==> src/logic/slc_consts.svh <==
`ifndef SLC_CONSTS_SVH
`define SLC_CONSTS_SVH
// ------------------------------------------------------------
// register offsets
// ------------------------------------------------------------
`define SLC_ADDR_SYNC     12'h203
`define SLC_ADDR_CTRL     12'h204
`define SLC_ADDR_TEST     12'h205
`define SLC_ADDR_PINS     12'h210
`define SLC_ADDR_STATUS   12'h211
// ------------------------------------------------------------
// reset values
// ------------------------------------------------------------
`define SLC_RST_SYNC      8'h01
`define SLC_RST_CTRL      8'h03
`define SLC_RST_TEST      8'h00
`define SLC_RST_PINS      8'h00
`define SLC_RST_REQ       1'b0
`define SLC_RST_FMT       1'b1
`define SLC_RST_SCR       1'b1
`define SLC_RST_RDATA     8'h00
`define SLC_RST_PIN_SYNC  2'h3
`define SLC_RD_IDLE       8'h00
// ------------------------------------------------------------
// decoder hit positions and lane grouping
// ------------------------------------------------------------
`define SLC_HIT_SYNC      0
`define SLC_HIT_CTRL      1
`define SLC_HIT_TEST      2
`define SLC_HIT_W         3
`define SLC_LANE_W        8
`define SLC_LANE_GROUP    4
// ------------------------------------------------------------
// field positions
// ------------------------------------------------------------
`define SLC_BIT_SW_SYNC   0
`define SLC_BIT_SCR       0
`define SLC_BIT_FMT       1
`define SLC_SEL_HI        3
`define SLC_SEL_LO        2
`define SLC_BIT_UPPER     4
`define SLC_TEST_HI       4
`define SLC_BIT_LINK_EN   0
`define SLC_BIT_ENC66     1
`define SLC_BIT_TS_RECV   2
`define SLC_SYNC_MASK     8'h01
`define SLC_CTRL_MASK     8'h1F
`define SLC_TEST_MASK     8'h1F
`define SLC_PINS_MASK     8'h07
// ------------------------------------------------------------
// sync source codes
// ------------------------------------------------------------
`define SLC_SRC_SE        2'h0
`define SLC_SRC_TS        2'h1
`define SLC_SRC_NONE      2'h2
`define SLC_TEST_NORMAL   5'h00
`define SLC_LANES_LOW     8'h0F
`define SLC_LANES_HIGH    8'hF0
`endif

==> src/logic/slc_pkg.sv <==
package slc_pkg;
    typedef logic [11:0] slc_addr_t;
    typedef logic [7:0]  slc_byte_t;
    typedef enum logic [1:0] {SLC_IDLE, SLC_WR, SLC_RD, SLC_WAIT} slc_state_t;
endpackage : slc_pkg

==> src/logic/slc_if.sv <==
`timescale 1ns/10ps
`default_nettype none
interface slc_if;
    logic [11:0] addr;
    logic [7:0]  wdata;
    logic        wr;
    logic        rd;
    logic [7:0]  rdata;
    modport dev  (input addr, input wdata, input wr, input rd, output rdata);
    modport host (output addr, output wdata, output wr, output rd, input rdata);
endinterface : slc_if
`default_nettype wire

==> src/logic/slc_device.sv <==
// Behaviour
// software sync bit zero requests sync
// software keeps sync bit at one
// software request works with any source
// low pin holds request until source two
// upper map zero: lanes 0-3 used
// upper map one: lanes 4-7 used
// upper map only for eight-lane modes
// source select: sync pin, timestamp, none
// timestamp source needs receiver enable
// sample format: offset binary or two's complement
// 8b/10b scrambling follows scrambler enable
// 64b/66b always scrambles
// change scrambler only while link disabled
// test mode zero normal, others patterns
// request is software OR selected pin
//
// The implementer's own choice: the plain strobed port.
`timescale 1ns/10ps
`default_nettype none
`include "slc_consts.svh"
module slc_device
    import slc_pkg::*;
(
    // clock and reset
    input  wire logic       mclk,
    input  wire logic       sys_rst,
    // register access
    slc_if.dev              bus,
    // sync pins, asynchronous, active low
    input  wire logic       single_ended_sync_pin_n,
    input  wire logic       timestamp_pin_n,
    // link mode context
    input  wire logic       link_enable,
    input  wire logic       link_enc_66b,
    // to the link transmitter
    output logic            sync_request,
    output logic [7:0]      link_a_lane_en,
    output logic [7:0]      link_b_lane_en,
    output logic            sample_format,
    output logic            scramble_on,
    output logic [4:0]      link_test_mode
);
    // ------------------------------------------------------------
    // registers
    // ------------------------------------------------------------
    slc_byte_t  sw_sync_request_n_reg;
    slc_byte_t  link_control_reg;
    slc_byte_t  link_test_reg;
    slc_byte_t  rdata_reg;
    logic [1:0] se_sync_reg;
    logic [1:0] ts_sync_reg;
    // ------------------------------------------------------------
    // address decode
    // ------------------------------------------------------------
    // one decoder serves writes and reads, so no register can answer
    // at one offset and be written at another
    function automatic logic [`SLC_HIT_W-1:0] slc_decode(input slc_addr_t addr);
        logic [`SLC_HIT_W-1:0] hit;
        hit = '0;
        if (addr == `SLC_ADDR_SYNC) begin
            hit[`SLC_HIT_SYNC] = 1'b1;
        end else if (addr == `SLC_ADDR_CTRL) begin
            hit[`SLC_HIT_CTRL] = 1'b1;
        end else if (addr == `SLC_ADDR_TEST) begin
            hit[`SLC_HIT_TEST] = 1'b1;
        end
        return hit;
    endfunction : slc_decode
    wire logic [`SLC_HIT_W-1:0] wr_hit = bus.wr ? slc_decode(bus.addr) : '0;
    wire logic [`SLC_HIT_W-1:0] rd_hit = bus.rd ? slc_decode(bus.addr) : '0;
    // ------------------------------------------------------------
    // register writes
    // ------------------------------------------------------------
    // reserved bits are masked on the way in, so they always read zero
    always_ff @(posedge mclk or posedge sys_rst) begin
        if (sys_rst) begin
            sw_sync_request_n_reg <= `SLC_RST_SYNC;
        end else if (wr_hit[`SLC_HIT_SYNC]) begin
            sw_sync_request_n_reg <= bus.wdata & `SLC_SYNC_MASK;
        end
    end
    always_ff @(posedge mclk or posedge sys_rst) begin
        if (sys_rst) begin
            link_control_reg <= `SLC_RST_CTRL;
        end else if (wr_hit[`SLC_HIT_CTRL]) begin
            link_control_reg <= bus.wdata & `SLC_CTRL_MASK;
        end
    end
    always_ff @(posedge mclk or posedge sys_rst) begin
        if (sys_rst) begin
            link_test_reg <= `SLC_RST_TEST;
        end else if (wr_hit[`SLC_HIT_TEST]) begin
            link_test_reg <= bus.wdata & `SLC_TEST_MASK;
        end
    end
    // ------------------------------------------------------------
    // pin synchronisers
    // ------------------------------------------------------------
    // a pin may move at any time; only the second flop is read
    always_ff @(posedge mclk or posedge sys_rst) begin
        if (sys_rst) begin
            se_sync_reg <= `SLC_RST_PIN_SYNC;
        end else begin
            se_sync_reg <= {se_sync_reg[0], single_ended_sync_pin_n};
        end
    end
    always_ff @(posedge mclk or posedge sys_rst) begin
        if (sys_rst) begin
            ts_sync_reg <= `SLC_RST_PIN_SYNC;
        end else begin
            ts_sync_reg <= {ts_sync_reg[0], timestamp_pin_n};
        end
    end
    // ------------------------------------------------------------
    // sync request
    // ------------------------------------------------------------
    // code 3 is undefined and reads like code 2, so a stuck pin can
    // always be let go of
    wire logic [1:0] sync_sel = link_control_reg[`SLC_SEL_HI:`SLC_SEL_LO];
    wire logic       se_req   = ~se_sync_reg[1];
    wire logic       ts_req   = ~ts_sync_reg[1];
    wire logic       pin_req  = (sync_sel == `SLC_SRC_SE) ? se_req :
                                (sync_sel == `SLC_SRC_TS) ? ts_req :
                                1'b0;
    wire logic       sw_req   = ~sw_sync_request_n_reg[`SLC_BIT_SW_SYNC];
    wire logic       req_next = sw_req | pin_req;
    // ------------------------------------------------------------
    // lane map
    // ------------------------------------------------------------
    // both links share one map, so one vector serves both of them
    wire logic                   upper = link_control_reg[`SLC_BIT_UPPER];
    wire logic [`SLC_LANE_W-1:0] lanes_next;
    genvar lane;
    generate
        for (lane = 0; lane < `SLC_LANE_W; lane = lane + 1) begin : g_lane
            if (lane < `SLC_LANE_GROUP) begin : g_low
                assign lanes_next[lane] = ~upper;
            end else begin : g_high
                assign lanes_next[lane] = upper;
            end
        end
    endgenerate
    // ------------------------------------------------------------
    // sample coding
    // ------------------------------------------------------------
    // 64b/66b ignores the enable bit entirely
    wire logic       scr_next  = link_enc_66b | link_control_reg[`SLC_BIT_SCR];
    wire logic       fmt_next  = link_control_reg[`SLC_BIT_FMT];
    wire logic [4:0] test_next = link_test_reg[`SLC_TEST_HI:0];
    // ------------------------------------------------------------
    // read path
    // ------------------------------------------------------------
    // an idle bus reads as zero, so read data stand for one cycle only
    wire slc_byte_t  rd_next  =
        rd_hit[`SLC_HIT_SYNC] ? sw_sync_request_n_reg :
        rd_hit[`SLC_HIT_CTRL] ? link_control_reg :
        rd_hit[`SLC_HIT_TEST] ? link_test_reg : `SLC_RD_IDLE;
    // ------------------------------------------------------------
    // outputs, all registered
    // ------------------------------------------------------------
    // the request is a level; the link side finds its own edge
    always_ff @(posedge mclk or posedge sys_rst) begin
        if (sys_rst) begin
            sync_request <= `SLC_RST_REQ;
        end else begin
            sync_request <= req_next;
        end
    end
    always_ff @(posedge mclk or posedge sys_rst) begin
        if (sys_rst) begin
            link_a_lane_en <= `SLC_LANES_LOW;
        end else begin
            link_a_lane_en <= lanes_next;
        end
    end
    always_ff @(posedge mclk or posedge sys_rst) begin
        if (sys_rst) begin
            link_b_lane_en <= `SLC_LANES_LOW;
        end else begin
            link_b_lane_en <= lanes_next;
        end
    end
    always_ff @(posedge mclk or posedge sys_rst) begin
        if (sys_rst) begin
            sample_format <= `SLC_RST_FMT;
        end else begin
            sample_format <= fmt_next;
        end
    end
    always_ff @(posedge mclk or posedge sys_rst) begin
        if (sys_rst) begin
            scramble_on <= `SLC_RST_SCR;
        end else begin
            scramble_on <= scr_next;
        end
    end
    always_ff @(posedge mclk or posedge sys_rst) begin
        if (sys_rst) begin
            link_test_mode <= `SLC_TEST_NORMAL;
        end else begin
            link_test_mode <= test_next;
        end
    end
    always_ff @(posedge mclk or posedge sys_rst) begin
        if (sys_rst) begin
            rdata_reg <= `SLC_RST_RDATA;
        end else begin
            rdata_reg <= rd_next;
        end
    end
    assign bus.rdata = rdata_reg;
    // link_enable is context for software ordering only
    wire logic unused_ok = link_enable;
endmodule : slc_device
`default_nettype wire

==> src/flat_wrapper.sv <==
// flat-port wrapper written by rule: the top's interface ports become plain ports
module slc_device_flat import slc_pkg::*;
  (mclk, sys_rst, single_ended_sync_pin_n, timestamp_pin_n, link_enable, link_enc_66b, sync_request, link_a_lane_en, link_b_lane_en, sample_format, scramble_on, link_test_mode, bus_addr, bus_wdata, bus_wr, bus_rd, bus_rdata);
  slc_if bus_i ();
  input  wire logic mclk;
  input  wire logic sys_rst;
  input  wire logic single_ended_sync_pin_n;
  input  wire logic timestamp_pin_n;
  input  wire logic link_enable;
  input  wire logic link_enc_66b;
  output logic sync_request;
  output logic [7:0] link_a_lane_en;
  output logic [7:0] link_b_lane_en;
  output logic sample_format;
  output logic scramble_on;
  output logic [4:0] link_test_mode;
  input wire logic [$bits(bus_i.addr)-1:0] bus_addr;
  input wire logic [$bits(bus_i.wdata)-1:0] bus_wdata;
  input wire logic [$bits(bus_i.wr)-1:0] bus_wr;
  input wire logic [$bits(bus_i.rd)-1:0] bus_rd;
  output wire logic [$bits(bus_i.rdata)-1:0] bus_rdata;
  assign bus_i.addr = bus_addr;
  assign bus_i.wdata = bus_wdata;
  assign bus_i.wr = bus_wr;
  assign bus_i.rd = bus_rd;
  assign bus_rdata = bus_i.rdata;
  slc_device u_core (.mclk(mclk), .sys_rst(sys_rst), .bus(bus_i), .single_ended_sync_pin_n(single_ended_sync_pin_n), .timestamp_pin_n(timestamp_pin_n), .link_enable(link_enable), .link_enc_66b(link_enc_66b), .sync_request(sync_request), .link_a_lane_en(link_a_lane_en), .link_b_lane_en(link_b_lane_en), .sample_format(sample_format), .scramble_on(scramble_on), .link_test_mode(link_test_mode));
endmodule
==> config.mk <==
export PLATFORM = sky130hd
export DESIGN_NAME = slc_device_flat
export DESIGN_NICKNAME = d
export VERILOG_FILES = /design/src/logic/slc_pkg.sv /design/src/logic/slc_if.sv /design/src/logic/slc_device.sv /design/src/flat_wrapper.sv
export VERILOG_INCLUDE_DIRS = /design/src /design/src/logic
export SDC_FILE = /design/constraint.sdc
export NUM_CORES = 1
export LEC_CHECK = 0
export ABC_AREA = 1
export BUFFER_PORTS_ARGS = -buffer_cell sky130_fd_sc_hd__buf_2
export CAP_MARGIN = 40
export CORE_MARGIN = 2
export CORE_UTILIZATION = 33
export DETAILED_ROUTE_END_ITERATION = 10
export PLACE_DENSITY = 0.59
export SLEW_MARGIN = 20
export SYNTH_ARGS = -nofsm -noshare
export SYNTH_HDL_FRONTEND = slang
export SYNTH_SLANG_ARGS = --single-unit
==> constraint.sdc <==
create_clock -name mclk -period 1.1 [get_ports mclk]
set_input_delay 0.055 -clock mclk [delete_from_list [all_inputs] [get_ports mclk]]
set_output_delay 0.055 -clock mclk [all_outputs]
set_load 0.05 [all_outputs]
==> impl_metrics.ini <==
[setup_path]
cp.required_ns = 1.04
cpPeakStageDelay_ns = 0.59
path_buf_inv = 1
slowest_stage = dfstp_2
path_cells = buf_4
crit_fanout = 8
cp.arrival_ns = 1.07
critPathKind = flip-flop to output pin
critPathCaptureType = output pin
crit_family = flip-flops
cp-start-kind = flip-flop

[yosys]
synthMuxAreaShare_pct = 0.847
post_synth_and_or_nand_nor_area_fraction_pct = 22.1
netlist_area_um2 = 1330
ys_types = 22
synthAdderAreaFrac_pct = 0
ys_seq_area_share_pct = 57.4
yosys_warnings = 0
synth_top_family_by_area = simple AND/OR/NAND/NOR gates
yosys.area_share.xor_xnor_pct = 0
syn-instance-count = 124
synth_compound_gate_area_share_pct = 6.03
ys_ff_latch = 30
synth_area_per_cell_um2 = 10.7

[placement]
dpl.hpwl_mm = 1.71
gp_congestion = 0.771
dpl.cell_count = 212
port_buffers = 52

[finish]
nNetsFinal = 201
final_cell_mix = 35 x buf_2, 19 x nand2_1, 19 x dfrtp_1, 14 x o21ai_1, 14 x buf_4
instances_no_fill = 224
area_delta_synth_final_pct = 30.9
drive_gt1_share_pct = 50.6
n_antenna_cell = 0
final_util_pct = 44.1
final_common_cell = buf_2

[timing]
drv_slew = 0
fmax_ghz = 0.886
fin_crit_ns = 1.13
finalCritPeriodShare_pct = 103
rsz0062_at_grt = yes
whs_ns = 0.0226
setup_violations = 8
setup_slack_ns = -0.0288
finalClockSkew_ns = 0.00543
final_hold_viol_count = 0

[detailed_routing]
routed.top_layer = met4
drtPass1Iterations = 2
wl_per_cell_um = 9.91
detail-route-antenna-nets = 0
dr_wl_met2_mm = 1.17
drt-initial-drc-count = 18
wl_mm = 2.22
met3_length_um = 188
wl_met1_um = 850
via_per_inst = 4.24
vias = 949
drc = 0

[power_and_ir_drop]
p_leak_nw = 0.905
pwr_density_cell_nw_per_um2 = 1390
ir_drop_mv = 0.548

[run_status]
status = finished, violations left
violations = setup timing

[floorplan]
initial_utilization_pct = 33.7
ios = 60
die_height_um = 67.5
chipWidth_um = 67.5
core_um2 = 3940
dieArea_um2 = 4550
num_rows = 23

[cts]
cts_buffers = 5
cts_tree = built
clockBufferDepth = 2
insertion_delay_ns = 0.27
cts.sinks = 30
htreeDepth = 2
cts-root-buf = clkbuf_8
clk_pin_slew_worst_paths_ns = 0.06
post_cts_buffers = 0

[grt]
grt_pass1_vias = 861
overflow = 0
grt_usage_pct = 11.1
grt_pass1_wl_mm = 3.73
grt_start_max_net_pins = 31
antenna_found_initial = 0

[run]
cap_violations = 0

[worst_hold_path]
hold_class = input pin to flip-flop
cell usage after synthesis:
library cell,instances,area (µm²)
nand2_2,4,25.0
nand3_4,1,17.5
nor2_8,1,20.0
nand4_4,2,42.5
inv_1,12,45.0
conb_1,1,3.75
a21oi_1,1,5.00
or2_2,1,6.26
nor2_2,2,12.5
dfrtp_1,20,500
nor2_4,2,22.5
nand4_1,3,18.8
buf_4,17,128
o21ai_1,14,70.1
nor3_1,1,5.00
mux2_2,1,11.3
inv_2,1,3.75
dfstp_2,10,263
nor2_1,8,30.0
o21ai_0,1,5.00
nand2_1,19,71.3
nand2_4,2,22.5
repair_timing:
action,4_1_cts,5_1_grt
hold buffers,4,0
cloned,0,0
hold endpoints to repair,23,0
resized for setup,10,11
setup endpoints to repair,10,16
power breakdown:
| group | internal (W) | switching, W |
|---|---|---|
| clock network | 0.000737 | 0.000359 |
| logic | 0.0000626 | 0.000124 |
| registers | 0.00113 | 0.00000477 |
stage by stage:
step | TNS (ns) | power [W] | cell area, µm² | setup WS, ns
after CTS | -0.388 | 0.00245 | 1720 | -0.0493
after global routing | -0.711 | 0.00252 | 1740 | -0.0917
after global placement | 0 | 0.00132 | 1540 | 0.0488
after detailed placement | -0.0996 | 0.00133 | 1540 | -0.0337
final | -0.217 | 0.00241 | 1740 | -0.0288
after floorplan | 0 | 0.00126 | 1340 | 0.0491
path summary, 6_finish.rpt:
check	slack [ns]	to	cells past startpoint	startpoint
max	-0.03	link_a_lane_en[2]	1	u_core.link_a_lane_en[3]$_DFF_PP1_
min	0.02	u_core.link_control_reg[1]$_DFFE_PP1P_	3	bus_wdata[1]
max reg2reg	0.16	u_core.sync_request$_DFF_PP0_	2	u_core.link_control_reg[2]$_DFFE_PP0P_
min reg2reg	0.36	u_core.se_sync_reg[1]$_DFF_PP1_	0	u_core.se_sync_reg[0]$_DFF_PP1_
max in group asynchronous	0.40	u_core.link_control_reg[1]$_DFFE_PP1P_	4	sys_rst
min in group asynchronous	0.39	u_core.sync_request$_DFF_PP0_	4	sys_rst
cells by family (layout without fill, tap and decap cells):
kind of cell | count (synthesis) | count (layout)
buffers and inverters | 30 | 78
AO/OA/AOI/OAI | 16 | 16
multiplexers | 1 | 1
AND/OR/NAND/NOR | 46 | 46
other | 1 | 3
flip-flops | 30 | 30
final cells by class:
type | instances | area (µm²)
fill | 397 | 2200
sequential | 30 | 764
multi-input combinational | 66 | 397
timing repair buffer | 57 | 350
clock buffer | 7 | 86.3
tap | 50 | 62.6
inverter | 13 | 48.8
clock inverter | 1 | 30.0
routing by layer:
layer	up-vias	GRT usage, %
li1	467	-
met1	436	13.0
met2	44	18.2
met3	2	4.33
met4	0	4.59
met5	-	0
No activity file was read; power rests on OpenSTA's default activity.
